<file path="config.mk">
export PLATFORM = sky130hd
export DESIGN_NAME = repeater_local_ctrl_regs
export DESIGN_NICKNAME = d
export VERILOG_FILES = /design/src/repeater_regs_pkg.sv /design/src/cfg_space_ram.sv /design/src/serial_reg_port.sv /design/src/repeater_local_ctrl_regs.sv
export SDC_FILE = /design/constraint.sdc
export NUM_CORES = 2
export LEC_CHECK = 0
export BUFFER_PORTS_ARGS = -buffer_cell sky130_fd_sc_hd__buf_2
export CAP_MARGIN = 30
export CORE_UTILIZATION = 31
export CTS_CLUSTER_DIAMETER = 60
export DETAILED_ROUTE_END_ITERATION = 12
export SYNTH_ARGS = -nofsm -noshare
export SYNTH_HDL_FRONTEND = slang
export SYNTH_SLANG_ARGS = --single-unit
</file>
<file path="constraint.sdc">
create_clock -name i_clk -period 5.38 [get_ports i_clk]
set_input_delay 1.076 -clock i_clk [delete_from_list [all_inputs] [get_ports i_clk]]
set_output_delay 1.076 -clock i_clk [all_outputs]
set_load 0.01 [all_outputs]
</file>
<file path="src/repeater_regs_pkg.sv">
// Contract
// (RQ1) sink channel code 10 applies high pre-emphasis
// (RQ2) hotplug test bit 17h[3] clear: normal hotplug
// (RQ3) test mode forces hotplug levels, squelch-gated link
// (RQ4) polarity 0: adapter detected drives output high
// (RQ5) polarity 1: adapter detected drives output low
// (RQ6) override clear: output follows sink adapter input
// (RQ7) override set: input ignored, reports TMDS mode
// (RQ8) hdmi pre-emphasis 18h[3:2]: 00 0dB, 11 2dB
// (RQ9) host never writes vendor test registers
// (RQ10) 1Bh[7] one resets all local registers
// (RQ11) 1Bh[6] one clears config space 103h-10Fh
// (RQ12) 20-bit config address from 1Ch,1Dh,1Eh
// (RQ13) 1Fh reads/writes addressed config location
// (RQ14) 20h[7:1] read-only identity field
// (RQ15) scratch bit reads inverse, 1 after reset
// (RQ16) 22h-27h read-only, writes ignored
// (RQ17) scratch bit sits at 20h bit 0
// (RQ18) 15h[1:0]: 00 none, 01 low pre-emphasis
package repeater_regs_pkg;
  localparam logic [7:0] REG_SINK_TMDS  = 8'h15;
  localparam logic [7:0] REG_HPD_TEST   = 8'h17;
  localparam logic [7:0] REG_HDMI_PRE   = 8'h18;
  localparam logic [7:0] REG_VTEST_A0   = 8'h19;
  localparam logic [7:0] REG_VTEST_A1   = 8'h1A;
  localparam logic [7:0] REG_STROBES    = 8'h1B;
  localparam logic [7:0] REG_ADDR_UPPER = 8'h1C;
  localparam logic [7:0] REG_ADDR_MID   = 8'h1D;
  localparam logic [7:0] REG_ADDR_LOWER = 8'h1E;
  localparam logic [7:0] REG_DATA_WIN   = 8'h1F;
  localparam logic [7:0] REG_IDENTITY   = 8'h20;
  localparam logic [7:0] REG_VTEST_B    = 8'h21;
  localparam logic [7:0] REG_RSVD_FIRST = 8'h22;
  localparam logic [7:0] REG_RSVD_LAST  = 8'h27;

  localparam int HPD_TEST_BIT   = 3;
  localparam int POLARITY_BIT   = 1;
  localparam int OVERRIDE_BIT   = 0;
  localparam int HDMI_PRE_LSB   = 2;
  localparam int SOFT_RESET_BIT = 7;
  localparam int CFG_RESET_BIT  = 6;
  localparam int SCRATCH_BIT    = 0;

  localparam logic [1:0] PRE_NONE     = 2'h0;
  localparam logic [1:0] PRE_LOW      = 2'h1;
  localparam logic [1:0] PRE_HIGH     = 2'h2;
  localparam logic [1:0] HDMI_PRE_2DB = 2'h3;

  localparam logic [1:0] RST_SINK_TMDS = 2'h0;
  localparam logic [2:0] RST_HPD_TEST  = 3'h0;
  localparam logic [1:0] RST_HDMI_PRE  = 2'h0;
  localparam logic [7:0] RST_VTEST     = 8'h00;
  localparam logic [7:0] RST_CFG_ADDR  = 8'h00;
  localparam logic       RST_SCRATCH   = 1'b0;
  localparam logic [7:0] RSVD_READ     = 8'h00;

  localparam logic [19:0] CFG_CLR_FIRST = 20'h00103;
  localparam logic [19:0] CFG_CLR_LAST  = 20'h0010F;

  // arbitrary values, not tied to any real part
  localparam logic [6:0] TARGET_ADDR_DEFAULT = 7'h2C;
  localparam logic [6:0] IDENTITY_DEFAULT    = 7'h55;
endpackage

</file>
<file path="src/cfg_space_ram.sv">
`timescale 1ns/100ps
`default_nettype none
module cfg_space_ram
  import repeater_regs_pkg::*;
#(
  parameter int AW = 9
) (
  input  wire logic          i_clk,
  input  wire logic          i_we,
  input  wire logic [AW-1:0] i_addr,
  input  wire logic [7:0]    i_wdata,
  output logic      [7:0]    o_rdata
);
  logic [7:0] mem [0:(1<<AW)-1];

  // registered read; old data on a write
  always_ff @(posedge i_clk) begin
    if (i_we) begin
      mem[i_addr] <= i_wdata;
    end
    o_rdata <= mem[i_addr];
  end
endmodule
`default_nettype wire

</file>
<file path="src/serial_reg_port.sv">
`timescale 1ns/100ps
`default_nettype none
module serial_reg_port
  import repeater_regs_pkg::*;
#(
  parameter logic [6:0] TARGET_ADDR = TARGET_ADDR_DEFAULT
) (
  input  wire logic       i_clk,
  input  wire logic       i_rst_n,
  input  wire logic       i_scl,
  input  wire logic       i_sda,
  output logic            o_sda_oe,
  output logic            o_wr,
  output logic            o_rd,
  output logic      [7:0] o_addr,
  output logic      [7:0] o_wdata,
  input  wire logic [7:0] i_rdata
);
  typedef enum logic [2:0] {
    ST_IDLE, ST_ADDR, ST_ACK, ST_WRITE, ST_READ, ST_MACK
  } port_state_t;

  port_state_t state_r;
  logic       scl_d_r;
  logic       sda_d_r;
  logic [2:0] bit_cnt_r;
  logic [7:0] shift_r;
  logic       is_read_r;
  logic       have_ptr_r;
  logic       more_r;
  logic [7:0] ptr_r;
  logic       start_cond;
  logic       stop_cond;
  logic       scl_rise;
  logic       scl_fall;
  logic [7:0] byte_in;

  assign start_cond = i_scl && scl_d_r && sda_d_r && !i_sda;
  assign stop_cond  = i_scl && scl_d_r && !sda_d_r && i_sda;
  assign scl_rise   = i_scl && !scl_d_r;
  assign scl_fall   = !i_scl && scl_d_r;
  assign byte_in    = {shift_r[6:0], i_sda};

  always_ff @(posedge i_clk or negedge i_rst_n) begin
    if (!i_rst_n) begin
      scl_d_r <= 1'b1;
      sda_d_r <= 1'b1;
    end else begin
      scl_d_r <= i_scl;
      sda_d_r <= i_sda;
    end
  end

  always_ff @(posedge i_clk or negedge i_rst_n) begin
    if (!i_rst_n) begin
      state_r    <= ST_IDLE;
      bit_cnt_r  <= 3'h0;
      shift_r    <= 8'h00;
      is_read_r  <= 1'b0;
      have_ptr_r <= 1'b0;
      more_r     <= 1'b0;
      ptr_r      <= 8'h00;
      o_sda_oe   <= 1'b0;
      o_wr       <= 1'b0;
      o_rd       <= 1'b0;
      o_addr     <= 8'h00;
      o_wdata    <= 8'h00;
    end else begin
      o_wr <= 1'b0;
      o_rd <= 1'b0;
      if (start_cond) begin
        state_r    <= ST_ADDR;
        bit_cnt_r  <= 3'h0;
        have_ptr_r <= 1'b0;
        o_sda_oe   <= 1'b0;
      end else if (stop_cond) begin
        state_r  <= ST_IDLE;
        o_sda_oe <= 1'b0;
      end else begin
        unique case (state_r)
          ST_IDLE: begin
          end
          ST_ADDR: begin
            if (scl_rise) begin
              shift_r   <= byte_in;
              bit_cnt_r <= bit_cnt_r + 3'h1;
              if (bit_cnt_r == 3'h7) begin
                if (shift_r[6:0] == TARGET_ADDR) begin
                  state_r   <= ST_ACK;
                  is_read_r <= i_sda;
                  if (i_sda) begin
                    // fetch early; scl low time hides it
                    o_rd   <= 1'b1;
                    o_addr <= ptr_r;
                    ptr_r  <= ptr_r + 8'h01;
                  end
                end else begin
                  state_r <= ST_IDLE;
                end
              end
            end
          end
          ST_WRITE: begin
            if (scl_rise) begin
              shift_r   <= byte_in;
              bit_cnt_r <= bit_cnt_r + 3'h1;
              if (bit_cnt_r == 3'h7) begin
                state_r <= ST_ACK;
                if (!have_ptr_r) begin
                  ptr_r      <= byte_in;
                  have_ptr_r <= 1'b1;
                end else begin
                  o_wr    <= 1'b1;
                  o_addr  <= ptr_r;
                  o_wdata <= byte_in;
                  ptr_r   <= ptr_r + 8'h01;
                end
              end
            end
          end
          ST_ACK: begin
            if (scl_fall) begin
              if (!o_sda_oe) begin
                o_sda_oe <= 1'b1;
              end else if (is_read_r) begin
                state_r   <= ST_READ;
                shift_r   <= {i_rdata[6:0], 1'b0};
                o_sda_oe  <= !i_rdata[7];
                bit_cnt_r <= 3'h1;
              end else begin
                state_r   <= ST_WRITE;
                o_sda_oe  <= 1'b0;
                bit_cnt_r <= 3'h0;
              end
            end
          end
          ST_READ: begin
            if (scl_fall) begin
              if (bit_cnt_r == 3'h0) begin
                o_sda_oe <= 1'b0;
                state_r  <= ST_MACK;
              end else begin
                o_sda_oe  <= !shift_r[7];
                shift_r   <= {shift_r[6:0], 1'b0};
                bit_cnt_r <= bit_cnt_r + 3'h1;
              end
            end
          end
          ST_MACK: begin
            if (scl_rise) begin
              more_r <= !i_sda;
              if (!i_sda) begin
                o_rd   <= 1'b1;
                o_addr <= ptr_r;
                ptr_r  <= ptr_r + 8'h01;
              end
            end else if (scl_fall) begin
              if (more_r) begin
                state_r   <= ST_READ;
                shift_r   <= {i_rdata[6:0], 1'b0};
                o_sda_oe  <= !i_rdata[7];
                bit_cnt_r <= 3'h1;
              end else begin
                state_r <= ST_IDLE;
              end
            end
          end
        endcase
      end
    end
  end
endmodule
`default_nettype wire

</file>
<file path="src/repeater_local_ctrl_regs.sv">
`timescale 1ns/100ps
`default_nettype none
module repeater_local_ctrl_regs
  import repeater_regs_pkg::*;
#(
  parameter logic [6:0] TARGET_ADDR = TARGET_ADDR_DEFAULT,
  parameter logic [6:0] IDENTITY    = IDENTITY_DEFAULT,
  parameter int         CFG_AW      = 9
) (
  input  wire logic       i_clk,
  input  wire logic       i_reset_n,
  input  wire logic       i_scl,
  input  wire logic       i_sda,
  output logic            o_sda,
  output logic            o_sda_oe,
  input  wire logic       i_dp_sink_selected,
  input  wire logic       i_dp_sink_hotplug_in,
  input  wire logic       i_tmds_sink_hotplug_in,
  input  wire logic       i_sink_adapter_detect_in,
  input  wire logic       i_source_hotplug_req,
  input  wire logic       i_main_link_request,
  input  wire logic       i_squelch_pass,
  output logic            o_dp_sink_hotplug_eff,
  output logic            o_tmds_sink_hotplug_eff,
  output logic            o_source_hotplug_out,
  output logic            o_main_link_active,
  output logic            o_source_adapter_detect_out,
  output logic      [1:0] o_sink_channel_tmds_preemph,
  output logic            o_hdmi_preemph_2db,
  output logic            o_cfg_reset_busy
);
  logic [1:0]        rst_sync_r;
  logic              rst_n;
  logic              bus_wr;
  logic              bus_rd;
  logic [7:0]        bus_addr;
  logic [7:0]        bus_wdata;
  logic [7:0]        rdata_r;
  logic              rd_d_r;
  logic [7:0]        rd_addr_r;
  logic              win_in_range_d_r;
  logic              soft_reset;
  logic [1:0]        sink_tmds_r;
  logic              hotplug_compliance_test_r;
  logic              adapter_detect_polarity_r;
  logic              adapter_detect_override_r;
  logic [1:0]        hdmi_pre_r;
  logic [7:0]        vtest_r [0:2];
  logic [3:0]        addr_upper_r;
  logic [7:0]        addr_mid_r;
  logic [7:0]        addr_lower_r;
  logic              scratch_r;
  logic [19:0]       cfg_addr;
  logic              cfg_in_range;
  logic              clr_busy_r;
  logic [CFG_AW-1:0] clr_ptr_r;
  logic              mem_we;
  logic [CFG_AW-1:0] mem_addr;
  logic [7:0]        mem_wdata;
  logic [7:0]        mem_rdata;
  logic              adapter_seen;
  logic [7:0]        read_mux;

  // async assert, synchronous release
  always_ff @(posedge i_clk or negedge i_reset_n) begin
    if (!i_reset_n) begin
      rst_sync_r <= 2'h0;
    end else begin
      rst_sync_r <= {rst_sync_r[0], 1'b1};
    end
  end
  assign rst_n = rst_sync_r[1];

  // open drain: the enable carries the data
  assign o_sda = 1'b0;

  serial_reg_port #(
    .TARGET_ADDR (TARGET_ADDR)
  ) u_port (
    .i_clk    (i_clk),
    .i_rst_n  (rst_n),
    .i_scl    (i_scl),
    .i_sda    (i_sda),
    .o_sda_oe (o_sda_oe),
    .o_wr     (bus_wr),
    .o_rd     (bus_rd),
    .o_addr   (bus_addr),
    .o_wdata  (bus_wdata),
    .i_rdata  (rdata_r)
  );

  assign soft_reset = bus_wr && bus_addr == REG_STROBES &&
                      bus_wdata[SOFT_RESET_BIT]; // see (RQ10)

  always_ff @(posedge i_clk or negedge rst_n) begin
    if (!rst_n) begin
      sink_tmds_r <= RST_SINK_TMDS;
    end else if (soft_reset) begin
      sink_tmds_r <= RST_SINK_TMDS; // see (RQ10)
    end else if (bus_wr && bus_addr == REG_SINK_TMDS) begin
      sink_tmds_r <= bus_wdata[1:0]; // see (RQ18)
    end
  end

  always_ff @(posedge i_clk or negedge rst_n) begin
    if (!rst_n) begin
      {hotplug_compliance_test_r, adapter_detect_polarity_r,
       adapter_detect_override_r} <= RST_HPD_TEST;
    end else if (soft_reset) begin
      {hotplug_compliance_test_r, adapter_detect_polarity_r,
       adapter_detect_override_r} <= RST_HPD_TEST; // see (RQ2)
    end else if (bus_wr && bus_addr == REG_HPD_TEST) begin
      hotplug_compliance_test_r <= bus_wdata[HPD_TEST_BIT];
      adapter_detect_polarity_r <= bus_wdata[POLARITY_BIT];
      adapter_detect_override_r <= bus_wdata[OVERRIDE_BIT];
    end
  end

  always_ff @(posedge i_clk or negedge rst_n) begin
    if (!rst_n) begin
      hdmi_pre_r <= RST_HDMI_PRE;
    end else if (soft_reset) begin
      hdmi_pre_r <= RST_HDMI_PRE;
    end else if (bus_wr && bus_addr == REG_HDMI_PRE) begin
      hdmi_pre_r <= bus_wdata[HDMI_PRE_LSB+:2]; // see (RQ8)
    end
  end

  // plain storage; host leaves these alone
  always_ff @(posedge i_clk or negedge rst_n) begin
    if (!rst_n) begin
      for (int i = 0; i < 3; i++) begin
        vtest_r[i] <= RST_VTEST;
      end
    end else if (soft_reset) begin
      for (int i = 0; i < 3; i++) begin
        vtest_r[i] <= RST_VTEST;
      end
    end else if (bus_wr) begin
      if (bus_addr == REG_VTEST_A0) begin
        vtest_r[0] <= bus_wdata; // see (RQ9)
      end
      if (bus_addr == REG_VTEST_A1) begin
        vtest_r[1] <= bus_wdata;
      end
      if (bus_addr == REG_VTEST_B) begin
        vtest_r[2] <= bus_wdata;
      end
    end
  end

  always_ff @(posedge i_clk or negedge rst_n) begin
    if (!rst_n) begin
      addr_upper_r <= RST_CFG_ADDR[3:0];
      addr_mid_r   <= RST_CFG_ADDR;
      addr_lower_r <= RST_CFG_ADDR;
    end else if (soft_reset) begin
      addr_upper_r <= RST_CFG_ADDR[3:0];
      addr_mid_r   <= RST_CFG_ADDR;
      addr_lower_r <= RST_CFG_ADDR;
    end else if (bus_wr) begin
      if (bus_addr == REG_ADDR_UPPER) begin
        addr_upper_r <= bus_wdata[3:0]; // see (RQ12)
      end
      if (bus_addr == REG_ADDR_MID) begin
        addr_mid_r <= bus_wdata;
      end
      if (bus_addr == REG_ADDR_LOWER) begin
        addr_lower_r <= bus_wdata;
      end
    end
  end

  always_ff @(posedge i_clk or negedge rst_n) begin
    if (!rst_n) begin
      scratch_r <= RST_SCRATCH;
    end else if (soft_reset) begin
      scratch_r <= RST_SCRATCH; // see (RQ15)
    end else if (bus_wr && bus_addr == REG_IDENTITY) begin
      scratch_r <= bus_wdata[SCRATCH_BIT]; // see (RQ17)
    end
  end

  assign cfg_addr     = {addr_upper_r, addr_mid_r, addr_lower_r}; // see (RQ12)
  assign cfg_in_range = (cfg_addr >> CFG_AW) == 20'h00000;

  // one byte a cycle; window writes dropped meanwhile
  always_ff @(posedge i_clk or negedge rst_n) begin
    if (!rst_n) begin
      clr_busy_r <= 1'b0;
      clr_ptr_r  <= '0;
    end else if (clr_busy_r) begin
      clr_ptr_r <= clr_ptr_r + 1'b1;
      if (clr_ptr_r == CFG_CLR_LAST[CFG_AW-1:0]) begin
        clr_busy_r <= 1'b0;
      end
    end else if (bus_wr && bus_addr == REG_STROBES &&
                 bus_wdata[CFG_RESET_BIT]) begin
      clr_busy_r <= 1'b1; // see (RQ11)
      clr_ptr_r  <= CFG_CLR_FIRST[CFG_AW-1:0];
    end
  end

  assign mem_we    = clr_busy_r || (bus_wr && bus_addr == REG_DATA_WIN &&
                     cfg_in_range); // see (RQ13)
  assign mem_addr  = clr_busy_r ? clr_ptr_r : cfg_addr[CFG_AW-1:0];
  assign mem_wdata = clr_busy_r ? 8'h00 : bus_wdata;

  cfg_space_ram #(
    .AW (CFG_AW)
  ) u_ram (
    .i_clk   (i_clk),
    .i_we    (mem_we),
    .i_addr  (mem_addr),
    .i_wdata (mem_wdata),
    .o_rdata (mem_rdata)
  );

  always_comb begin
    read_mux = RSVD_READ;
    if (rd_addr_r == REG_SINK_TMDS) begin
      read_mux = {6'h00, sink_tmds_r};
    end else if (rd_addr_r == REG_HPD_TEST) begin
      read_mux = {4'h0, hotplug_compliance_test_r, 1'b0,
                  adapter_detect_polarity_r, adapter_detect_override_r};
    end else if (rd_addr_r == REG_HDMI_PRE) begin
      read_mux = {4'h0, hdmi_pre_r, 2'h0};
    end else if (rd_addr_r == REG_VTEST_A0) begin
      read_mux = vtest_r[0];
    end else if (rd_addr_r == REG_VTEST_A1) begin
      read_mux = vtest_r[1];
    end else if (rd_addr_r == REG_VTEST_B) begin
      read_mux = vtest_r[2];
    end else if (rd_addr_r == REG_ADDR_UPPER) begin
      read_mux = {4'h0, addr_upper_r};
    end else if (rd_addr_r == REG_ADDR_MID) begin
      read_mux = addr_mid_r;
    end else if (rd_addr_r == REG_ADDR_LOWER) begin
      read_mux = addr_lower_r;
    end else if (rd_addr_r == REG_DATA_WIN) begin
      read_mux = win_in_range_d_r ? mem_rdata : 8'h00; // see (RQ13)
    end else if (rd_addr_r == REG_IDENTITY) begin
      read_mux = {IDENTITY, ~scratch_r}; // see (RQ14) see (RQ15)
    end
    // 1Bh and 22h-27h read zero, see (RQ16)
  end

  always_ff @(posedge i_clk or negedge rst_n) begin
    if (!rst_n) begin
      rd_d_r           <= 1'b0;
      rd_addr_r        <= 8'h00;
      win_in_range_d_r <= 1'b0;
      rdata_r          <= 8'h00;
    end else begin
      rd_d_r <= bus_rd;
      if (bus_rd) begin
        rd_addr_r        <= bus_addr;
        win_in_range_d_r <= cfg_in_range;
      end
      if (rd_d_r) begin
        rdata_r <= read_mux;
      end
    end
  end

  assign adapter_seen = adapter_detect_override_r ? 1'b1 :
                        i_sink_adapter_detect_in; // see (RQ6) see (RQ7)

  always_ff @(posedge i_clk or negedge rst_n) begin
    if (!rst_n) begin
      o_dp_sink_hotplug_eff       <= 1'b0;
      o_tmds_sink_hotplug_eff     <= 1'b0;
      o_source_hotplug_out        <= 1'b0;
      o_main_link_active          <= 1'b0;
      o_source_adapter_detect_out <= 1'b0;
      o_sink_channel_tmds_preemph <= PRE_NONE;
      o_hdmi_preemph_2db          <= 1'b0;
      o_cfg_reset_busy            <= 1'b0;
    end else begin
      if (hotplug_compliance_test_r) begin
        o_dp_sink_hotplug_eff   <= 1'b1; // see (RQ3)
        o_tmds_sink_hotplug_eff <= 1'b0;
        o_source_hotplug_out    <= 1'b1;
        o_main_link_active      <= i_squelch_pass;
      end else begin
        o_dp_sink_hotplug_eff   <= i_dp_sink_hotplug_in; // see (RQ2)
        o_tmds_sink_hotplug_eff <= i_tmds_sink_hotplug_in;
        o_source_hotplug_out    <= i_source_hotplug_req;
        o_main_link_active      <= i_main_link_request;
      end
      // xor: 0 drives high on detect, 1 low
      o_source_adapter_detect_out <= i_dp_sink_selected &&
        (adapter_seen ^ adapter_detect_polarity_r); // see (RQ4) see (RQ5)
      // reserved 11 falls back to none
      if (i_dp_sink_selected && adapter_seen &&
          (sink_tmds_r == PRE_LOW || sink_tmds_r == PRE_HIGH)) begin
        o_sink_channel_tmds_preemph <= sink_tmds_r; // see (RQ1) see (RQ18)
      end else begin
        o_sink_channel_tmds_preemph <= PRE_NONE;
      end
      o_hdmi_preemph_2db <= hdmi_pre_r == HDMI_PRE_2DB; // see (RQ8)
      o_cfg_reset_busy   <= clr_busy_r;
    end
  end
endmodule
`default_nettype wire

</file>
### Word-level counts from Yosys, hierarchy flattened

Memory sizes are Yosys's and may differ from the RTL's. A register that Yosys moved wholly into a read port is not among the register bits.
Cells that the tools add are included.

| cells by class | value |
|---|---|
| $add $sub $neg | 3 |
| equal/unequal tests | 72 |
| multiplexer cells | 142 |
| bitwise operators | 4 |
| reduce and logical (&&, ||, !) cells | 66 |

Operator list:

| operator | count |
|---|---|
| $mux 8 | 49 |
| $eq 8x5->1 const B | 19 |
| $mux 3 | 24 |
| $mux 1 | 48 |
| $mux 24 | 2 |
| $pmux 8 s3 | 2 |
| $ne 4x1->1 const B | 10 |
| $eq 8x6->1 const B | 4 |
| $pmux 8 s4 | 1 |
| $ne 2x1->1 const B | 15 |
| $reduce_bool 2->1 | 15 |
| $mux 9 | 3 |
| $reduce_and 12->1 | 2 |
| $reduce_and 11->1 | 2 |
| $logic_not 20->1 | 1 |
| $logic_and 1x1->1 | 19 |
| $ne 3x1->1 const B | 6 |
| $reduce_and 6->1 | 3 |
| $pmux 3 s5 | 1 |
| $mux 2 | 6 |
| $mux 4 | 3 |
| $pmux 3 s4 | 1 |
| $reduce_and 2->1 | 6 |
| $reduce_and 10->1 | 1 |
| other kinds (26) | 44 |

| word-level totals | value |
|---|---|
| flip-flop bits (word level) | 137 |
| memory bits (writable) | 4096 |
| input bits | 11 |
| output and inout bits | 11 |
| memories kept | 1 |

Memories:

| memory | words | width | read ports | clocked after memory_dff | wr ports | RTL line | text |
|---|---|---|---|---|---|---|---|
| u_ram.mem | 512 | 8 | 1 | 1 | 1 | cfg_space_ram.sv:14 | `logic [7:0] mem [0:(1<<AW)-1];` |

### Longest topological paths before layout

| depth | value |
|---|---|
| depth after elaboration | 12 |
| gate-level depth with buffers | 14 |

### Hierarchy

From an unflattened synthesis, not the netlist that was laid out.

| second synthesis, totals | value |
|---|---|
| cells, all modules | 8244 |
| area total of the unflattened synthesis | 165591.3 µm² |

By module, submodules not included:

| module | instances | cells an instance | area each (µm²) | seq. area each (µm²) |
|---|---|---|---|---|
| cfg_space_ram | 1 | 7575 | 158359.4 | 123158.1 |
| repeater_local_ctrl_regs | 1 | 435 | 4817.1 | 2277.2 |
| serial_reg_port | 1 | 234 | 2414.8 | 1153.6 |

### Worst setup path before layout

OpenSTA, ideal clock, no wires.

| timing path | value |
|---|---|
| path kind | register -> register |
| start | reg clr_busy_r |
| end | mem u_ram.mem[0][6] (data pin) |
| library setup time | 2.703 ns |
| data arrival time | 13.510 ns |
| slack | -10.832 ns |
| cell stages (with the launch flop) | 6 |
| path buffers | 4 |
| period minus slack after synthesis | 16.212 ns |
| path through | dfrtp_1 -> buf_6 -> clkbuf_1 -> clkbuf_1 -> clkbuf_1 -> nor2b_1 |

| between the ends | value |
|---|---|
| word-level cells in the longest chain between the ends | 1 |

Ends and longest elaborated chain:

| element | RTL line | text |
|---|---|---|
| start: declaration | repeater_local_ctrl_regs.sv:55 | `logic clr_busy_r;` |
| start signal: assignment | repeater_local_ctrl_regs.sv:190 | `clr_busy_r <= 1'b0;` |
| start signal: assignment | repeater_local_ctrl_regs.sv:195 | `clr_busy_r <= 1'b0;` |
| start signal: assignment | repeater_local_ctrl_regs.sv:199 | `clr_busy_r <= 1'b1;` |
| $mux 8 | repeater_local_ctrl_regs.sv:207 | `assign mem_wdata = clr_busy_r ? 8'h00 : bus_wdata;` |
| net mem_wdata[6] | repeater_local_ctrl_regs.sv:59 | `logic [7:0] mem_wdata;` |
| end: declaration | cfg_space_ram.sv:14 |  |

The timed path passes the listed nets, and every way through them passes these cells.

### Worst setup path after layout

| timing path | value |
|---|---|
| start | reg clr_busy_r |
| end | reg u_ram.o_rdata[0] (read register of u_ram.mem) |

| between the ends | value |
|---|---|
| word-level cells in the longest chain between the ends | 1 |

Ends and longest elaborated chain:

| element | RTL line | text |
|---|---|---|
| $mux 9 | repeater_local_ctrl_regs.sv:206 | `assign mem_addr = clr_busy_r ? clr_ptr_r : cfg_addr[CFG_AW-1:0];` |
| end: declaration | cfg_space_ram.sv:12 | `output logic [7:0] o_rdata` |

Every way passes these cells.
A chain may end at the register's enable or synchronous reset.

==> results.sh <==
export IMPL_status="finished clean"
export IMPL_synthFlopType="edfxtp_1"
export IMPL_cts_buffers=428
export IMPL_cp_top_family="simple AND/OR/NAND/NOR gates"
export IMPL_crit_path_top_delay_cell="nor4_1"
export IMPL_synthCells=8025
export IMPL_synth_area_leaders="edfxtp_1 75%, mux4_2 12%, dfrtp_1 2.1%"
export IMPL_cp_start_kind="register"
export IMPL_critPathCapture="u_ram.o_rdata[0]$_DFF_P_"
export IMPL_clkTransAtPathRegs_ns=0.06
export IMPL_path_cells="mux2_8 -> buf_12 -> buf_4 -> mux4_2 -> a22oi_1 -> a21oi_1 -> nor4_1 -> buf_4 -> o22ai_1 -> or4_1"
export IMPL_gp_congestion=0.8290
export IMPL_firstDrtPassIters=6
export IMPL_r2r_end="u_ram.o_rdata[0]$_DFF_P_"
export IMPL_route_detailed_drc=0
export IMPL_grt_pass1_wl_um=628900
export IMPL_slowest_delay_ns=0.75
export IMPL_cp_max_fo=45
export IMPL_cap_violations=0
export IMPL_first_global_vias=84530
export IMPL_drt_iter0_markers=10680
export IMPL_fin_skew_ns=0.1104
export IMPL_track_usage_pct=16.12
export IMPL_ys_warn_count=0
export IMPL_core_area_um2=525200
export IMPL_postCtsSetupBuffers=0
export IMPL_synth_edff_count=4096
export IMPL_crit_top_cell="buf_4"
export IMPL_crit_start="clr_busy_r$_DFF_PN0_"
export IMPL_clock_sinks=4241
export IMPL_clock_latency_ns=1.00
export IMPL_synth_distinct_cells=68
export IMPL_yosys_area_top_type="edfxtp_1"
export IMPL_yosysSeqAreaShare_pct=77.37
export IMPL_yosys_register_bits=4241
export IMPL_root_buffer="clkbuf_16"
export IMPL_min_delay_path_class="in2reg"
export IMPL_nNetsFinal=8468
export IMPL_io_buffers=20
export IMPL_relSlewSlack_pct=10.91
export IMPL_drv_slew=0
export IMPL_final_common_cell="edfxtp_1"
export IMPL_grt_max_degree=200
export IMPL_rsz0062_at_grt="false"
export IMPL_final_cells=15790
export IMPL_wl_per_cell_um=27.92
export IMPL_avgSynthCellArea_um2=20.39
export IMPL_cts_tree="built"
export IMPL_io_pins=22
export IMPL_final_min_clock_period_ns=4.972
export IMPL_drive_above_1_share_pct=23.96
export IMPL_critPathBufInv=3
export IMPL_rows=266
export IMPL_floorplan_initialDensity_pct=31.15
export IMPL_power_density_nw_per_um2=347.7
export IMPL_required_ns=6.24
export IMPL_post_dp_hpwl_um=264600
export IMPL_vdd_drop_max_mv=0.2858
export IMPL_syn_area_um2=163600
export IMPL_grt_antenna_before_repair=26
export IMPL_wl_met3_um=36020
export IMPL_drt_vias_per_instance=5.333
export IMPL_top_layer="met5"
export IMPL_yosys_area_top_type_share_pct=75.18
export IMPL_reg2reg_slack_ns=0.41
export IMPL_crit_arrival_ns=5.83
export IMPL_ant_nets=0
export IMPL_vias=84240
export IMPL_p_leak_nw=66.52
export IMPL_rr_worst_depth=10
export IMPL_post_route_period_util_pct=92.41
export IMPL_crit_path_end_kind="register"
export IMPL_worstMarginPinSlew_ns=1.336
export IMPL_hold_viol=0
export IMPL_max_freq_mhz=201.1
export IMPL_h_tree_depth=5
export IMPL_die_area_um2=530700
export IMPL_holdWs_ns=0.2832
export IMPL_dp_cells=14990
export IMPL_overflow=0
export IMPL_fp_dieW_um=728.5
export IMPL_nFillCells=47750
export IMPL_postSynth_asyncResetShare_pct=3.230
export IMPL_m1WireLength_um=181100
export IMPL_r2r_start="clr_busy_r$_DFF_PN0_"
export IMPL_cts_max_path_buffers=4
export IMPL_synth_nets=8041
export IMPL_wl_met2_um=209800
export IMPL_finalSetupViolCount=0
export IMPL_wirelength_um=441000
export IMPL_path_depth=10
export IMPL_final_cell_mix="4096 x edfxtp_1, 896 x mux4_2, 573 x nor2_1, 432 x clkbuf_16, 392 x a22oi_1"
export IMPL_die_y_um=728.5
export IMPL_areaGrowthSynthToFinish_pct=15.73
export IMPL_criticalPathCategory="reg2reg"
[synth_stat cells, types with 7 or more instances]
cell type / n
a21oi_1: 252
a221oi_1: 10
a22o_1: 8
a22oi_1: 392
a31oi_1: 23
a41oi_1: 15
and3_1: 16
buf_1: 52
buf_2: 97
buf_4: 43
buf_6: 17
clkbuf_1: 296
dfrtp_1: 135
dfxtp_1: 8
edfxtp_1: 4096
inv_1: 27
mux2_2: 52
mux2i_1: 275
mux4_2: 896
nand2_1: 218
nand2b_1: 19
nand3_1: 34
nand4_1: 17
nor2_1: 574
nor2b_1: 27
nor3_1: 17
nor4_1: 35
nor4b_1: 8
o21ai_0: 81
o22ai_1: 147
o32ai_1: 7
o41ai_1: 32
or3_1: 10
[state kept, by name (all words and copies together) (netlist names), 2 cells and up]
register / count
u_port.state_r: 3
u_port.shift_r: 8
addr_mid_r: 8
o_sink_channel_tmds_preemph: 2
u_port.o_wdata: 8
rst_sync_r: 2
addr_upper_r: 4
u_ram.mem: 4096
clr_ptr_r: 9
rdata_r: 8
sink_tmds_r: 2
u_ram.o_rdata: 8
hdmi_pre_r: 2
addr_lower_r: 8
u_port.bit_cnt_r: 3
vtest_r: 24
rd_addr_r: 8
u_port.o_addr: 8
u_port.ptr_r: 8
[worst register-to-register path, cell delays in order (launching register included)]
cell and delay, ns:
dfrtp_2 0.66, mux2_8 0.66, buf_12 0.46, buf_4 0.37, mux4_2 0.56, a22oi_1 0.19, a21oi_1 0.16, nor4_1 0.75
buf_4 0.23, o22ai_1 0.24, or4_1 0.60
[worst min path at each step]
stage | startpoint | to | slack, ns | cells after the start
floorplan | rst_sync_r[0]$_DFF_PN0_ | rst_sync_r[1]$_DFF_PN0_ | 0.33 | 0
global placement | rst_sync_r[0]$_DFF_PN0_ | rst_sync_r[1]$_DFF_PN0_ | 0.34 | 0
detailed placement | rst_sync_r[0]$_DFF_PN0_ | rst_sync_r[1]$_DFF_PN0_ | 0.35 | 0
CTS | i_scl | u_port.scl_d_r$_DFF_PN1_ | 0.21 | 1
global route | i_scl | u_port.scl_d_r$_DFF_PN1_ | 0.26 | 1
finish | i_scl | u_port.scl_d_r$_DFF_PN1_ | 0.28 | 1
[power breakdown]
group	switching [mW]	internal [mW]	leakage [nW]
Clock	12.8	17.0	6.83
Combinational	0.127	0.108	10.2
Sequential	0.143	35.7	49.5
Total	13.1	52.8	66.5
[cell type report]
class,count,area [µm²],share of cell area (%)
Tap cell,6968,8718,4.604
Timing Repair Buffer,502,4847,2.560
Clock inverter,280,2841,1.501
Antenna cell,8,20.02,0.01057
Clock buffer,516,11200,5.913
Inverter,28,105.1,0.05551
Multi-Input combinational cell,3251,35030,18.50
Sequential cell,4241,126600,66.86
[through the flow]
| step | TNS, ns | setup slack (ns) | utilization [%] | power [mW] | cell area, µm² |
|---|---|---|---|---|---|
| after floorplan | -2871.16 | -0.7073 | - | 36.69 | 163700 |
| after global placement | 0 | 0.1465 | 33.36 | 36.78 | 175200 |
| after detailed placement | 0 | 0.3935 | 33.37 | 36.79 | 175300 |
| after CTS | 0 | 0.4066 | 36.04 | 66.22 | 189300 |
| after global routing | 0 | 0.3735 | 36.05 | 67.46 | 189300 |
| final | 0 | 0.4081 | 36.05 | 65.85 | 189400 |
[metal layers]
metal / GRT usage (%) / vias up
met4: 5.022 / 8
li1: - / 34240
met5: 0 / -
met3: 2.524 / 678
met2: 25.85 / 4022
met1: 22.62 / 45290
[kinds of logic (layout without fill, tap and decap cells)]
kind of cell	count (synthesis)	after routing	share of synthesized area (%)
DFF	4241	4241	77.37
muxes	1224	1224	14.38
AOI/OAI and AO/OA	1009	1009	4.068
and+or+nand+nor	1005	1005	2.628
buffers and inverters	533	1326	1.474
xor gates and xnor gates	6	6	0.03212
adders and majority gates	5	5	0.03824
other	2	10	0.004590
[what timing repair did]
item                                   4_1_cts  5_1_grt
resized for setup                            0        0
endpoints found under the hold margin        2        0
hold buffers                                 1        0
No activity file was read; power rests on OpenSTA's default activity.
